**src/inc/potc_pkg.sv**
```systemverilog
package potc_pkg;

    // Register indices; the byte address on the bus is four times the index.
    localparam int unsigned IDX_W = 16;
    localparam int unsigned ADR_W = 18;
    localparam int unsigned ADR_LSB = 2;
    localparam logic [15:0] IDX_PIN_STATE_LOW = 16'h00a0;
    localparam logic [15:0] IDX_TRIG_SEL = 16'h00a1;
    localparam logic [15:0] IDX_EN_HIGH = 16'h00a2;
    localparam logic [15:0] IDX_EN_LOW = 16'h00a3;
    localparam logic [15:0] IDX_ND_HIGH_PRI = 16'hffa4;
    localparam logic [15:0] IDX_ND_LOW_PRI = 16'hffa5;
    localparam logic [15:0] IDX_ND_HIGH_ALT = 16'hffa6;
    localparam logic [15:0] IDX_ND_LOW_ALT = 16'hffa7;
    localparam logic [15:0] IDX_PIN_STATE_HIGH = 16'hffa8;

    // Field layout.
    localparam int unsigned N_GROUPS = 4;
    localparam int unsigned N_CHAN = 4;
    localparam int unsigned GROUP_W = 4;
    localparam int unsigned SEL_W = 2;
    localparam int unsigned REG_W = 8;
    localparam int unsigned BUS_W = 32;

    // Reset and fixed read values.
    localparam logic [7:0] TRIG_SEL_RST = 8'h00;
    localparam logic [7:0] ENABLE_RST = 8'h00;
    localparam logic [7:0] NEXT_DATA_RST = 8'h00;
    localparam logic [7:0] PINS_RST = 8'h00;
    localparam logic [7:0] UNUSED_BYTE = 8'hff;
    localparam logic [3:0] UNUSED_NIBBLE = 4'hf;

    // Extracts the trigger-select field of one group.
    function automatic logic [1:0] sel_field(input logic [7:0] sel, input int unsigned grp);
        sel_field = sel[grp * SEL_W +: SEL_W];
    endfunction : sel_field

endpackage : potc_pkg

```
**src/hdl/potc_trig_route.sv**
```systemverilog
`timescale 1ns/1ns
module potc_trig_route (
    input wire logic [7:0] i_trig_sel,
    input wire logic [3:0] i_cmp_match,
    output logic [3:0] o_group_fire,
    output logic o_same_low,
    output logic o_same_high
);
    // Each group follows the channel its 2-bit field names, code n meaning channel n.
    always_comb begin
        for (int unsigned g = 0; g < potc_pkg::N_GROUPS; g++) begin
            o_group_fire[g] = i_cmp_match[potc_pkg::sel_field(i_trig_sel, g)];
        end
        o_same_low = potc_pkg::sel_field(i_trig_sel, 0) == potc_pkg::sel_field(i_trig_sel, 1);
        o_same_high = potc_pkg::sel_field(i_trig_sel, 2) == potc_pkg::sel_field(i_trig_sel, 3);
    end
endmodule : potc_trig_route

```
**src/hdl/potc_out_group.sv**
```systemverilog
`timescale 1ns/1ns
module potc_out_group #(
    parameter int unsigned WIDTH = 4
) (
    input wire logic i_clk,
    input wire logic i_reset,
    input wire logic i_fire,
    input wire logic [WIDTH-1:0] i_enable,
    input wire logic [WIDTH-1:0] i_next,
    output logic [WIDTH-1:0] o_pins
);
    typedef struct packed {
        logic [WIDTH-1:0] pins;
    } potc_grp_state_t;

    potc_grp_state_t st_r;
    potc_grp_state_t st_nxt;

    // Disabled bits keep their level, so software can hand single pins back to plain port use.
    always_comb begin
        st_nxt = st_r;
        if (i_fire) begin
            st_nxt.pins = (i_next & i_enable) | (st_r.pins & ~i_enable);
        end
    end

    always_ff @(posedge i_clk or posedge i_reset) begin
        if (i_reset) begin
            st_r.pins <= '0;
        end else begin
            st_r <= st_nxt;
        end
    end

    assign o_pins = st_r.pins;
endmodule : potc_out_group

```
**src/hdl/potc_top.sv**
```systemverilog
// Design decision made here: the Wishbone register port.
`timescale 1ns/1ns
// Overview of operation
// - Bits 1:0 of the trigger select register pick group 0's timer channel.
// - Bits 3:2 of the trigger select register pick group 1's timer channel.
// - Group 2 select codes 00 to 11 pick timer channels 0 to 3.
// - Bits 7:6 pick group 3's channel, codes 00 to 11 meaning channels 0 to 3.
// - High enable bits 3:0 gate copying pending data onto port high bits 3:0.
// - Low enable bits 7:0 gate copying pending data onto port low bits 7:0.
// - Shared trigger: lower high-data address holds all eight bits, read/write, reset zero.
// - Shared trigger: upper high-data address reads all ones and ignores writes.
// - Separate triggers: lower high-data address keeps bits 7:4, bits 3:0 read ones.
module potc_top (
    input wire logic i_clk,
    input wire logic i_reset,
    input wire logic i_wb_cyc,
    input wire logic i_wb_stb,
    input wire logic i_wb_we,
    input wire logic [17:0] i_wb_adr,
    input wire logic [3:0] i_wb_sel,
    input wire logic [31:0] i_wb_dat,
    output logic [31:0] o_wb_dat,
    output logic o_wb_ack,
    input wire logic [3:0] i_cmp_match,
    output logic [7:0] o_port_low_pin,
    output logic [7:0] o_port_high_pin
);

    typedef struct packed {
        logic [7:0] trig_sel;
        logic [7:0] en_high;
        logic [7:0] en_low;
        logic [7:0] nd_high;
        logic [7:0] nd_low;
        logic ack;
        logic [31:0] rdata;
    } potc_state_t;

    potc_state_t st_r;
    potc_state_t st_nxt;

    logic [3:0] group_fire;
    logic same_low;
    logic same_high;
    logic [15:0] req_idx;
    logic req_go;
    logic wr_go;

    // Reads one byte of a next-data pair as software sees it in the current trigger mode.
    function automatic logic [7:0] nd_read(
        input logic [7:0] val,
        input logic is_alt,
        input logic same
    );
        logic [7:0] r;
        r = potc_pkg::UNUSED_BYTE;
        if (same) begin
            if (!is_alt) begin
                r = val;
            end
        end else if (is_alt) begin
            r = {potc_pkg::UNUSED_NIBBLE, val[3:0]};
        end else begin
            r = {val[7:4], potc_pkg::UNUSED_NIBBLE};
        end
        return r;
    endfunction : nd_read

    // Merges a software write into a next-data pair; bits that are unused in this mode stay put.
    function automatic logic [7:0] nd_write(
        input logic [7:0] val,
        input logic [7:0] wdata,
        input logic is_alt,
        input logic same
    );
        logic [7:0] r;
        r = val;
        if (same) begin
            if (!is_alt) begin
                r = wdata;
            end
        end else if (is_alt) begin
            r = {val[7:4], wdata[3:0]};
        end else begin
            r = {wdata[7:4], val[3:0]};
        end
        return r;
    endfunction : nd_write

    // Routing of compare matches to groups.
    potc_trig_route u_route (
        .i_trig_sel(st_r.trig_sel),
        .i_cmp_match(i_cmp_match),
        .o_group_fire(group_fire),
        .o_same_low(same_low),
        .o_same_high(same_high)
    );

    // Output groups 0 and 1 drive the low port.
    potc_out_group #(
        .WIDTH(potc_pkg::GROUP_W)
    ) u_group0 (
        .i_clk(i_clk),
        .i_reset(i_reset),
        .i_fire(group_fire[0]),
        .i_enable(st_r.en_low[3:0]),
        .i_next(st_r.nd_low[3:0]),
        .o_pins(o_port_low_pin[3:0])
    );

    potc_out_group #(
        .WIDTH(potc_pkg::GROUP_W)
    ) u_group1 (
        .i_clk(i_clk),
        .i_reset(i_reset),
        .i_fire(group_fire[1]),
        .i_enable(st_r.en_low[7:4]),
        .i_next(st_r.nd_low[7:4]),
        .o_pins(o_port_low_pin[7:4])
    );

    // Output groups 2 and 3 drive the high port.
    potc_out_group #(
        .WIDTH(potc_pkg::GROUP_W)
    ) u_group2 (
        .i_clk(i_clk),
        .i_reset(i_reset),
        .i_fire(group_fire[2]),
        .i_enable(st_r.en_high[3:0]),
        .i_next(st_r.nd_high[3:0]),
        .o_pins(o_port_high_pin[3:0])
    );

    potc_out_group #(
        .WIDTH(potc_pkg::GROUP_W)
    ) u_group3 (
        .i_clk(i_clk),
        .i_reset(i_reset),
        .i_fire(group_fire[3]),
        .i_enable(st_r.en_high[7:4]),
        .i_next(st_r.nd_high[7:4]),
        .o_pins(o_port_high_pin[7:4])
    );

    assign req_idx = i_wb_adr[potc_pkg::ADR_W-1:potc_pkg::ADR_LSB];
    // The ack term makes every access take exactly one wait-free answer cycle and drop it after.
    assign req_go = i_wb_cyc && i_wb_stb && !st_r.ack;
    assign wr_go = req_go && i_wb_we && i_wb_sel[0];

    always_comb begin
        st_nxt = st_r;
        st_nxt.ack = req_go;
        st_nxt.rdata = '0;
        if (wr_go) begin
            unique case (req_idx)
                potc_pkg::IDX_TRIG_SEL: begin
                    st_nxt.trig_sel = i_wb_dat[7:0];
                end
                potc_pkg::IDX_EN_HIGH: begin
                    st_nxt.en_high = i_wb_dat[7:0];
                end
                potc_pkg::IDX_EN_LOW: begin
                    st_nxt.en_low = i_wb_dat[7:0];
                end
                potc_pkg::IDX_ND_HIGH_PRI: begin
                    st_nxt.nd_high = nd_write(st_r.nd_high, i_wb_dat[7:0], 1'b0, same_high);
                end
                potc_pkg::IDX_ND_HIGH_ALT: begin
                    st_nxt.nd_high = nd_write(st_r.nd_high, i_wb_dat[7:0], 1'b1, same_high);
                end
                potc_pkg::IDX_ND_LOW_PRI: begin
                    st_nxt.nd_low = nd_write(st_r.nd_low, i_wb_dat[7:0], 1'b0, same_low);
                end
                potc_pkg::IDX_ND_LOW_ALT: begin
                    st_nxt.nd_low = nd_write(st_r.nd_low, i_wb_dat[7:0], 1'b1, same_low);
                end
                default: begin
                    // Unmapped or read-only: acknowledged and dropped.
                end
            endcase
        end
        if (req_go && !i_wb_we) begin
            unique case (req_idx)
                potc_pkg::IDX_TRIG_SEL: begin
                    st_nxt.rdata[7:0] = st_r.trig_sel;
                end
                potc_pkg::IDX_EN_HIGH: begin
                    st_nxt.rdata[7:0] = st_r.en_high;
                end
                potc_pkg::IDX_EN_LOW: begin
                    st_nxt.rdata[7:0] = st_r.en_low;
                end
                potc_pkg::IDX_ND_HIGH_PRI: begin
                    st_nxt.rdata[7:0] = nd_read(st_r.nd_high, 1'b0, same_high);
                end
                potc_pkg::IDX_ND_HIGH_ALT: begin
                    st_nxt.rdata[7:0] = nd_read(st_r.nd_high, 1'b1, same_high);
                end
                potc_pkg::IDX_ND_LOW_PRI: begin
                    st_nxt.rdata[7:0] = nd_read(st_r.nd_low, 1'b0, same_low);
                end
                potc_pkg::IDX_ND_LOW_ALT: begin
                    st_nxt.rdata[7:0] = nd_read(st_r.nd_low, 1'b1, same_low);
                end
                potc_pkg::IDX_PIN_STATE_LOW: begin
                    st_nxt.rdata[7:0] = o_port_low_pin;
                end
                potc_pkg::IDX_PIN_STATE_HIGH: begin
                    st_nxt.rdata[7:0] = o_port_high_pin;
                end
                default: begin
                    // Unmapped reads return zero so a stray access never hangs the bus.
                    st_nxt.rdata = '0;
                end
            endcase
        end
    end

    always_ff @(posedge i_clk or posedge i_reset) begin
        if (i_reset) begin
            st_r.trig_sel <= potc_pkg::TRIG_SEL_RST;
            st_r.en_high <= potc_pkg::ENABLE_RST;
            st_r.en_low <= potc_pkg::ENABLE_RST;
            st_r.nd_high <= potc_pkg::NEXT_DATA_RST;
            st_r.nd_low <= potc_pkg::NEXT_DATA_RST;
            st_r.ack <= 1'b0;
            st_r.rdata <= '0;
        end else begin
            st_r <= st_nxt;
        end
    end

    assign o_wb_ack = st_r.ack;
    assign o_wb_dat = st_r.rdata;

endmodule : potc_top

```
**config.mk**
```make
export PLATFORM = sky130hd
export DESIGN_NAME = potc_top
export DESIGN_NICKNAME = d
export VERILOG_FILES = /design/src/inc/potc_pkg.sv /design/src/hdl/potc_trig_route.sv /design/src/hdl/potc_out_group.sv /design/src/hdl/potc_top.sv
export SDC_FILE = /design/constraint.sdc
export NUM_CORES = 1
export LEC_CHECK = 0
export BUFFER_PORTS_ARGS = -buffer_cell sky130_fd_sc_hd__buf_4
export CORE_MARGIN = 10
export CORE_UTILIZATION = 40
export CTS_BUF_LIST = sky130_fd_sc_hd__clkbuf_8
export CTS_CLUSTER_DIAMETER = 200
export DETAILED_ROUTE_END_ITERATION = 8
export GPL_ROUTABILITY_DRIVEN = 0
export MAX_ROUTING_LAYER = met4
export PLACE_DENSITY = 0.76
export SYNTH_ARGS = -nofsm -noshare
export SYNTH_HDL_FRONTEND = slang
export SYNTH_HIERARCHICAL = 1
export SYNTH_SLANG_ARGS = --single-unit
```
**constraint.sdc**
```tcl
create_clock -name i_clk -period 3.8 [get_ports i_clk]
set_input_delay 0.19 -clock i_clk [delete_from_list [all_inputs] [get_ports i_clk]]
set_output_delay 0.19 -clock i_clk [all_outputs]
set_load 0.01 [all_outputs]
```
[After elaboration in Yosys (flattened, before gate mapping)]
Index checks and enable logic that the tools add are counted.
Storage, ports and cells
  flip-flop bits (word level): 89
  logic and storage cells: 86
  output and inout bits: 49
Operators by class
  reductions and logical operators: 16
  equal/unequal tests: 15
  bitwise logic cells: 18
  multiplexer cells: 20
  order comparisons: 4
Operator list (count)
  16-bit equality test (second input constant): 5
  8-bit case mux with 9 select lines: 1
  16-bit by 8-bit equality test with 1-bit output (second input constant): 4
  4-bit bitwise AND: 8
  4-bit two-way mux: 8
  8-bit case mux with 2 select lines: 2
  4-bit inverter: 4
  4-bit bitwise OR: 4
  2-bit by 3-bit less-than comparator with 1-bit output (second input constant): 4
  1-bit binary-select mux with 2-bit select: 4
  8-bit two-way mux: 1
  2-bit != test (second input constant): 4
  4-bit AND reduction: 2
  2-bit AND reduction: 3
  3-bit AND reduction: 2
  1-bit logical AND: 5
  2-bit equality test: 2
  1-bit two-way mux: 4
  2-bit nonzero test: 2
  1-bit logical NOT: 2
  1-bit inverter: 2

[Depth between registers and ports, before layout]
Gate-level depths: netlist of run 1.
  depth after elaboration: 5
  depth in mapped cells: 6
  gate-level depth less buffers: 6

[Modules after synthesis]
Netlist of run 1, hierarchy kept.
Modules (own cells, without submodules)
  potc_top: area each 2743.9 sq um, cells an instance 217, instances 1
  potc_out_group: area each 178.9 sq um, cells an instance 13, instances 4
  potc_trig_route: area each 132.6 sq um, cells an instance 10, instances 1

[Least setup slack after synthesis of run 1]
OpenSTA, ideal clock, no wires.
  path kind: input -> register
  start: input i_wb_adr[14]
  end: register st_r[65] in the netlist's numbering
  stages on the path: 5
  library setup time: 125 ps
  path slack: 1890 ps
  buffers on the path: 1
  arrival time: 1785 ps
  path through: or4_4 -> nor4_4 -> and4b_2 -> buf_4 -> mux2_2
Between the ends
  word-level cells in the longest chain between the ends: 2
RTL lines
  start: declaration: RTL line potc_top.sv:19  | input wire logic [17:0] i_wb_adr,
  16-bit by 8-bit equality test with 1-bit output: RTL line potc_top.sv:155  | unique case (req_idx)
  2-bit AND reduction (no source line)
  end signal: assignment: RTL line potc_top.sv:229  | st_r <= st_nxt;
  end: declaration: RTL line potc_top.sv:39  | potc_state_t st_r;
No other way between the ends.
A chain may end at the register's enable or synchronous reset.

[Final worst setup path of run 1]
  start: input i_wb_adr[8]
  end: register st_r[58] in the netlist's numbering
Same word-level chain as after synthesis.

==> flow_metrics.env, run 1 <==
export IMPL_area_growth_pct=17.1
export IMPL_synth_top_area_frac=0.453
export IMPL_syn_area_mm2=0.00359
export IMPL_total_power_uw=1530
export IMPL_drt_iter0_markers=244
export IMPL_hold_viol=0
export IMPL_dp_slack_ns=1.16
export IMPL_tightest_slew_ns=1.04
export IMPL_r2r_start="o_wb_ack"
export IMPL_synth_main_ff_cell="dfrtp_1"
export IMPL_ys_async_sr_fraction=1.00
export IMPL_setup_tns_ns=0
export IMPL_worstPathArrival_ns=2.50
export IMPL_worst_r2r_cell_count=4
export IMPL_drive_above_1_share=0.472
export IMPL_grt_overflow=0
export IMPL_io_pins=112
export IMPL_crit_type="in -> reg"
export IMPL_drtPass1Iterations=4
export IMPL_slowest_delay_ns=0.69
export IMPL_dieArea_mm2=0.0132
export IMPL_routed_wl_um=9250
export IMPL_synthCells=279
export IMPL_r2r_end="st_r[58]"
export IMPL_die_height_um=115
export IMPL_cts_made_buffers=9
export IMPL_r2r_slack_ns=1.70
export IMPL_fin_nets=397
export IMPL_yosys_cell_types_count=47
export IMPL_report_final_slew_viol_count=0
export IMPL_crit_end="st_r[58]"
export IMPL_remaining_drc_errors=0
export IMPL_cts_setup_buffers=0
export IMPL_finalSetupViolCount=0
export IMPL_vias=2469
export IMPL_dieWidth_um=115
export IMPL_synth_edf_count=0
export IMPL_final_cells=447
export IMPL_fin_worst_skew_ns=0.0165
export IMPL_ys_seq_area_frac=0.453
export IMPL_synth_top_area_cell="dfrtp_1"
export IMPL_clk_latency_ns=0.35
export IMPL_diodes=0
export IMPL_critical_path_top_delay_family="simple AND/OR/NAND/NOR gates"
export IMPL_worstSetupStartpointType="input port"
export IMPL_cts_root_buf="clkbuf_8"
export IMPL_synth_avg_cell_area_um2=12.9
export IMPL_clk_path_buf_depth=2
export IMPL_cts_tree="built"
export IMPL_postRouteAntennaNets=0
export IMPL_crit_path_start="i_wb_adr[8]"
export IMPL_slew_headroom=0.305
export IMPL_clk_pin_slew_worst_paths_ns=0.09
export IMPL_initial_utilization=0.412
export IMPL_antenna_found_initial=0
export IMPL_p_per_area_mw_per_mm2=363
export IMPL_grt_pass1_wl_um=14500
export IMPL_clock_sinks=65
export IMPL_wl_per_cell_um=20.7
export IMPL_end_kind="flip-flop"
export IMPL_path_buf_inv=1
export IMPL_ir_drop_uv=140
export IMPL_min_period_over_period=0.597
export IMPL_cp_data_required_time_ns=4.03
export IMPL_path_cells="buf_4 > nand4bb_1 > or4b_4 > nor4_4 > mux2_2"
export IMPL_dp_hpwl_um=6770
export IMPL_setup_slack_ns=1.53
export IMPL_grt_start_max_net_pins=50
export IMPL_synth_most_common_cell="dfrtp_1"
export IMPL_crit_cells=5
export IMPL_dp_cells=430
export IMPL_synth_area_leaders="dfrtp_1 45%, mux2_2 15%, mux2_4 7.1%"
export IMPL_slowest_stage="or4b_4"
export IMPL_hold_class="in -> reg"
export IMPL_fmax_mhz=441
export IMPL_cap_violations=0
export IMPL_rsz0062_at_grt="false"
export IMPL_grtUsageTotal=0.146
export IMPL_io_buffers=58
export IMPL_layout_min_cycle_time_ns=2.27
export IMPL_row_count=34
export IMPL_crit_path_max_fanout=9
export IMPL_p_leak_uw=0.00206
export IMPL_grt_pass1_vias=2631
export IMPL_yosys_warnings=6
export IMPL_cts_hold_buf=1
export IMPL_ys_ff_latch=65
export IMPL_status="finished, final reports clean"
export IMPL_hold_depth=2
export IMPL_synth_commonest_cells="65 x dfrtp_1, 47 x mux2_2, 33 x buf_4, 22 x nand2_1, 17 x mux2_4"
export IMPL_viasPerCell=5.52
export IMPL_ctsResizeCount=0
export IMPL_core_area_mm2=0.00872
export IMPL_htree_levels=3
## stage by stage
step,utilization,cell area (um2),hold WS (ns)
2_1_floorplan,-,3680,-0.0439
3_3_place_gp,0.452,3940,0.141
3_5_place_dp,0.452,3940,0.144
4_1_cts,0.482,4210,0.0942
5_1_grt,0.482,4210,0.103
6_report,0.482,4210,0.102
## logic make-up after synthesis
group / after synthesis / share of synthesized area
mux: 70 / 0.256
xor+xnor: 6 / 0.0146
compound gates: 29 / 0.0589
simple gates: 62 / 0.121
flops: 65 / 0.453
buf+inv: 46 / 0.0954
other cells: 1 / 0.00104
## layout by cell type (no fill, tap or decap), drive strengths merged, types with 2 or more instances in the layout
cell type / Yosys / layout
mux2: 64 / 64
nor2: 4 / 4
a22oi: 6 / 6
dfrtp: 65 / 65
clkbuf: 4 / 10
nand2: 22 / 22
nand4: 4 / 4
clkinv: 0 / 2
nand3: 6 / 6
a21oi: 3 / 3
mux4: 6 / 6
inv: 6 / 6
or4: 3 / 3
or4b: 3 / 3
conb: 1 / 24
a41oi: 2 / 2
a32oi: 2 / 2
nor4: 7 / 7
bufinv: 0 / 3
nand2b: 2 / 2
buf: 36 / 60
a31oi: 5 / 5
xor2: 6 / 6
o21ai: 3 / 3
o221ai: 4 / 4
## per-layer routing
metal / vias up / wire length, um / GRT usage / share of wire
li1: 1098 / - / - / -
met1: 1238 / 3700 / 0.175 / 0.40
met2: 124 / 4520 / 0.225 / 0.49
met3: 9 / 914 / 0.0469 / 0.099
met4: 0 / 111 / 0.0536 / 0.012
met5: - / 0 / - / 0
## power breakdown
group / switching (uW) / internal (uW) / total (uW) / leakage [uW]
Clock: 280 / 456 / 736 / 0.000123
Sequential: 0.255 / 692 / 692 / 0.000908
Combinational: 63.5 / 35.2 / 98.8 / 0.00103
## how the worst min path moves through the flow
stage | start | endpoint | slack [ns]
6_report | i_wb_dat[3] | st_r[44] | 0.10
5_1_grt | i_wb_dat[3] | st_r[44] | 0.10
4_1_cts | i_wb_dat[3] | st_r[44] | 0.09
3_5_place_dp | i_reset | asynchronous set/reset pin | 0.14
3_3_place_gp | i_reset | asynchronous set/reset pin | 0.14
2_1_floorplan | i_reset | asynchronous set/reset pin | -0.04
## cell type report
| cell class | instances | area (um2) |
|---|---|---|
| well taps | 108 | 135 |
| clock buffers | 10 | 138 |
| flip-flops and latches | 65 | 1630 |
| multi-input cells | 191 | 1710 |
| repair buffers | 61 | 460 |
| inverters | 6 | 22.5 |
| clock inverters | 6 | 115 |
| fillers | 770 | 4510 |
## worst register-to-register path, cell delays in order (launching register included)
cell	delay, ns
dfrtp_1	0.38
and3b_1	0.28
nand3_1	0.17
nor4_4	0.74
mux2_2	0.43
No activity file was read; power rests on OpenSTA's default activity.
==> run 2, diff against run 1 <==
Clock period 3.8 ns to 2.2 ns, I/O delays scaled along.
==> flow_metrics.env, run 2 (same netlist as run 1, synthesis figures left out) <==
export IMPL_fin_nets=410
export IMPL_min_period_over_period=0.881
export IMPL_vias=2544
export IMPL_remaining_drc_errors=0
export IMPL_finalSetupViolCount=0
export IMPL_most_common_layout_cells="72 x buf_4, 65 x dfrtp_1, 47 x mux2_2, 24 x conb_1, 22 x nand2_1"
export IMPL_fmax_mhz=516
export IMPL_report_final_slew_viol_count=0
export IMPL_postRouteAntennaNets=0
export IMPL_rsz0062_at_grt="false"
export IMPL_p_comb_frac=0.080
export IMPL_clk_path_buf_depth=2
export IMPL_setup_tns_ns=0
export IMPL_io_pins=112
export IMPL_internal_power_uw=1670
export IMPL_crit_type="reg -> reg"
export IMPL_ctsResizeCount=0
export IMPL_p_per_area_mw_per_mm2=536
export IMPL_slew_headroom=0.623
export IMPL_layout_min_cycle_time_ns=1.94
export IMPL_pwr_share_clk=0.393
export IMPL_clock_sinks=65
export IMPL_hold_viol=0
export IMPL_dp_hpwl_um=6950
export IMPL_hold_class="in -> reg"
export IMPL_grt_pass1_wl_um=14400
export IMPL_met2WireLength_um=4360
export IMPL_wl_met1_um=3830
export IMPL_drt_iter0_markers=176
export IMPL_clk_latency_ns=0.35
export IMPL_die_height_um=115
export IMPL_status="finished, final reports clean"
export IMPL_row_count=34
export IMPL_initial_utilization=0.412
export IMPL_cap_violations=0
export IMPL_wl_met3_um=1020
export IMPL_diodes=0
export IMPL_cts_root_buf="clkbuf_8"
export IMPL_dieArea_mm2=0.0132
export IMPL_routed_wl_um=9350
export IMPL_core_area_mm2=0.00872
export IMPL_grt_start_max_net_pins=30
export IMPL_grtUsageTotal=0.144
export IMPL_worstPathArrival_ns=2.17
export IMPL_cts_setup_buffers=0
export IMPL_switching_share=0.264
export IMPL_ir_drop_uv=300
export IMPL_drive_above_1_share=0.491
export IMPL_worstSetupStartpointType="flip-flop"
export IMPL_cts_made_buffers=9
export IMPL_p_leak_uw=0.00209
export IMPL_grt_overflow=0
export IMPL_layout_commonest_cell="buf_4"
export IMPL_fin_worst_skew_ns=0.00968
export IMPL_antenna_found_initial=0
export IMPL_highest_layer="met4"
export IMPL_end_kind="flip-flop"
export IMPL_htree_levels=3
export IMPL_total_power_uw=2270
export IMPL_drtPass1Iterations=4
export IMPL_viasPerCell=5.53
export IMPL_dieWidth_um=115
export IMPL_crit_path_max_fanout=4
export IMPL_p_switching_uw=600
export IMPL_tightest_slew_ns=0.552
export IMPL_cp_data_required_time_ns=2.44
export IMPL_clk_pin_slew_worst_paths_ns=0.08
export IMPL_cts_tree="built"
export IMPL_io_buffers=58
export IMPL_pwr_share_seq=0.527
export IMPL_area_growth_pct=17.9
export IMPL_grt_pass1_vias=2659
export IMPL_wl_per_cell_um=20.3
export IMPL_cts_hold_buf=1
==> run 2: cell types whose count changed in the layout (fill, tap and decap cells not counted) <==
cell and delta:
bufinv_16 -3, buf_12 +1, buf_4 +12, clkinvlp_4 +1, clkinv_2 +3, clkbuf_8 -1
==> run 2: area by class of cell <==
| type | count | area [um2] |
|---|---|---|
| Tap cell | 108 | 135 |
| Timing Repair Buffer | 74 | 571 |
| Sequential cell | 65 | 1630 |
| Fill cell | 769 | 4490 |
| Clock inverter | 7 | 47.5 |
| Multi-Input combinational cell | 191 | 1710 |
| Clock buffer | 9 | 124 |
| Inverter | 6 | 22.5 |
==> run 2: worst max-delay path, cell delays in order (launching register included) <==
cell and delay (ns):
dfrtp_1 0.44, xor2_1 0.19, nor2_1 0.12, xor2_1 0.17
nand2b_1 0.09, or3b_1 0.48, mux2_2 0.32
==> run 2: layer usage <==
layer / track usage / vias to the layer above
met2: 0.217 / 121
met5: - / -
li1: - / 1124
met1: 0.173 / 1287
met3: 0.0422 / 12
met4: 0.0677 / 0
==> run 2: worst paths after layout <==
path                                  start                         end  slack, ns  cells past startpoint
worst max-delay path               st_r[69]                    st_r[41]       0.26                      6
worst min-delay path            i_wb_dat[6]                    st_r[47]       0.03                      2
worst max register to register     st_r[69]                    st_r[41]       0.26                      6
worst min register to register     st_r[47]                   flip-flop       0.53                      1
max in group asynchronous           i_reset                    st_r[35]       1.29                      4
min in group asynchronous           i_reset  asynchronous set/reset pin       0.25                      3
==> run 2: power by group through the flow <==
stage | sequential [uW] | clock (uW) | combinational, uW
after CTS | 1200 | 910 | 179
after floorplan | 1220 | 0 | 119
after global placement | 1220 | 0 | 173
final | 1200 | 893 | 181
after global routing | 1190 | 963 | 198
after detailed placement | 1220 | 0 | 177
==> run 2: through the flow <==
| stage | std cells | setup WS [ns] | hold slack, ns | utilization | cell area (um2) |
|---|---|---|---|---|---|
| final | 460 | 0.262 | 0.0323 | 0.486 | 4240 |
| after global routing | 460 | 0.164 | 0.0190 | 0.486 | 4240 |
| after CTS | 460 | 0.276 | 0.0183 | 0.486 | 4240 |
| after detailed placement | 443 | 0.0664 | 0.0597 | 0.465 | 4050 |
| after global placement | 443 | 0.111 | 0.0633 | 0.465 | 4050 |
| after floorplan | 302 | 0.370 | -0.124 | - | 3680 |
==> run 3, diff against run 2 <==
Settings changed: CORE_UTILIZATION 40 to 53, PLACE_DENSITY 0.76 to 0.93, SETUP_SLACK_MARGIN from default to 0.4.
==> flow_metrics.env, run 3 (same netlist as run 1, synthesis figures left out) <==
export IMPL_status="finished, final reports clean"
export IMPL_drtPass1Iterations=5
export IMPL_nFillCells=400
export IMPL_fmax_mhz=512
export IMPL_tightest_slew_ns=0.598
export IMPL_worstSetupStartpointType="flip-flop"
export IMPL_layout_min_cycle_time_ns=1.95
export IMPL_end_kind="flip-flop"
export IMPL_io_buffers=58
export IMPL_setup_tns_ns=0
export IMPL_cts_root_buf="clkbuf_8"
export IMPL_rsz0062_at_grt="true"
export IMPL_placed_area_mm2=0.00399
export IMPL_r2r_end="st_r[43]"
export IMPL_post_route_util=0.678
export IMPL_cts_tree="built"
export IMPL_core_area_mm2=0.00646
export IMPL_area_growth_pct=22.0
export IMPL_worst_r2r_cell_count=6
export IMPL_timing_hold_ws_ns=0.0308
export IMPL_postRouteAntennaNets=0
export IMPL_clk_latency_ns=0.36
export IMPL_grtUsageTotal=0.200
export IMPL_io_pins=112
export IMPL_crit_path_start="st_r[72]"
export IMPL_r2r_slack_ns=0.25
export IMPL_cp_data_required_time_ns=2.43
export IMPL_clock_sinks=65
export IMPL_grt_start_max_net_pins=46
export IMPL_hold_start="i_wb_dat[7]"
export IMPL_cts_made_buffers=9
export IMPL_viasPerCell=6.29
export IMPL_initial_utilization=0.556
export IMPL_crit_top_cell="xor2_1"
export IMPL_die_height_um=102
export IMPL_antenna_found_initial=0
export IMPL_total_power_uw=2640
export IMPL_crit_type="reg -> reg"
export IMPL_dp_hpwl_um=7060
export IMPL_drt_iter0_markers=288
export IMPL_grt_overflow=0
export IMPL_cap_violations=0
export IMPL_p_per_area_mw_per_mm2=603
export IMPL_hold_end="st_r[56]"
export IMPL_grt_pass1_wl_um=15600
export IMPL_drive_above_1_share=0.524
export IMPL_clk_pin_slew_worst_paths_ns=0.07
export IMPL_slew_headroom=0.601
export IMPL_r2r_start="st_r[72]"
export IMPL_most_common_layout_cells="75 x buf_4, 62 x dfrtp_1, 47 x mux2_2, 24 x conb_1, 22 x nand2_1"
export IMPL_clk_path_buf_depth=2
export IMPL_dieWidth_um=102
export IMPL_slowest_stage="dfrtp_2"
export IMPL_dieArea_mm2=0.0105
export IMPL_fin_nets=415
export IMPL_row_count=29
export IMPL_path_cells="xor2_1 > nor2_1 > xor2_1 > nand2b_1 > or3b_4 > mux2_2"
export IMPL_wl_per_cell_um=23.5
export IMPL_finalSetupViolCount=0
export IMPL_vias=2730
export IMPL_p_leak_uw=0.00215
export IMPL_report_final_slew_viol_count=0
export IMPL_hold_viol=0
export IMPL_fin_worst_skew_ns=0.0117
export IMPL_layout_commonest_cell="buf_4"
export IMPL_worstPathArrival_ns=2.18
export IMPL_grt_pass1_vias=2812
export IMPL_slowest_delay_ns=0.44
export IMPL_routed_wl_um=10200
export IMPL_fin_area_mm2=0.00438
export IMPL_crit_path_max_fanout=4
export IMPL_ir_drop_uv=395
export IMPL_min_period_over_period=0.888
export IMPL_remaining_drc_errors=0
export IMPL_hold_depth=2
export IMPL_hold_class="in -> reg"
export IMPL_htree_levels=3
export IMPL_diodes=0
## run 3: per-layer routing
layer / share of wire / up-vias / GRT usage / wire length, um
met5: 0 / - / - / 0
met4: 0.035 / 0 / 0.0879 / 356
met3: 0.11 / 41 / 0.0628 / 1110
met2: 0.48 / 186 / 0.319 / 4930
met1: 0.37 / 1378 / 0.229 / 3800
li1: - / 1125 / - / -
## run 3: final cells by class
type,instances,area [um2],share of cell area
Multi-Input combinational cell,191,1780,0.407
Timing Repair Buffer,79,607,0.138
Clock buffer,10,138,0.0314
Sequential cell,65,1630,0.372
Inverter,6,22.5,0.00514
Tap cell,77,96.3,0.0220
Clock inverter,6,106,0.0243
## run 3: timing repair
action	in CTS	in global routing
endpoints found under the hold margin	20	0
setup endpoints to repair	19	21
hold buffers	1	0
gates resized for setup	5	13
pin swaps	1	3
setup buffers	2	5
## run 3: how the worst max path moves through the flow
stage          cells past startpoint        to
2_1_floorplan                      5  st_r[57]
3_3_place_gp                       6  st_r[49]
3_5_place_dp                       6  st_r[49]
4_1_cts                            6  st_r[43]
5_1_grt                            6  st_r[43]
6_report                           6  st_r[43]
## run 3: worst max-delay path: cells and delay by family (launching register included)
kind,cells,cell delay [ns]
simple gates,3,0.71
flops,1,0.44
xor+xnor,2,0.39
mux,1,0.29
## run 3: power breakdown
| group | switching, uW | internal (uW) | leakage (uW) |
|---|---|---|---|
| Clock | 481 | 777 | 0.000124 |
| Sequential | 0.415 | 1200 | 0.000903 |
| Combinational | 118 | 70.2 | 0.00113 |
## run 3: per-stage QoR
step | worst slack, ns | cells
4_1_cts | 0.259 | 429
3_5_place_dp | 0.119 | 410
6_report | 0.247 | 434
2_1_floorplan | 0.390 | 302
5_1_grt | 0.232 | 434
3_3_place_gp | 0.156 | 410
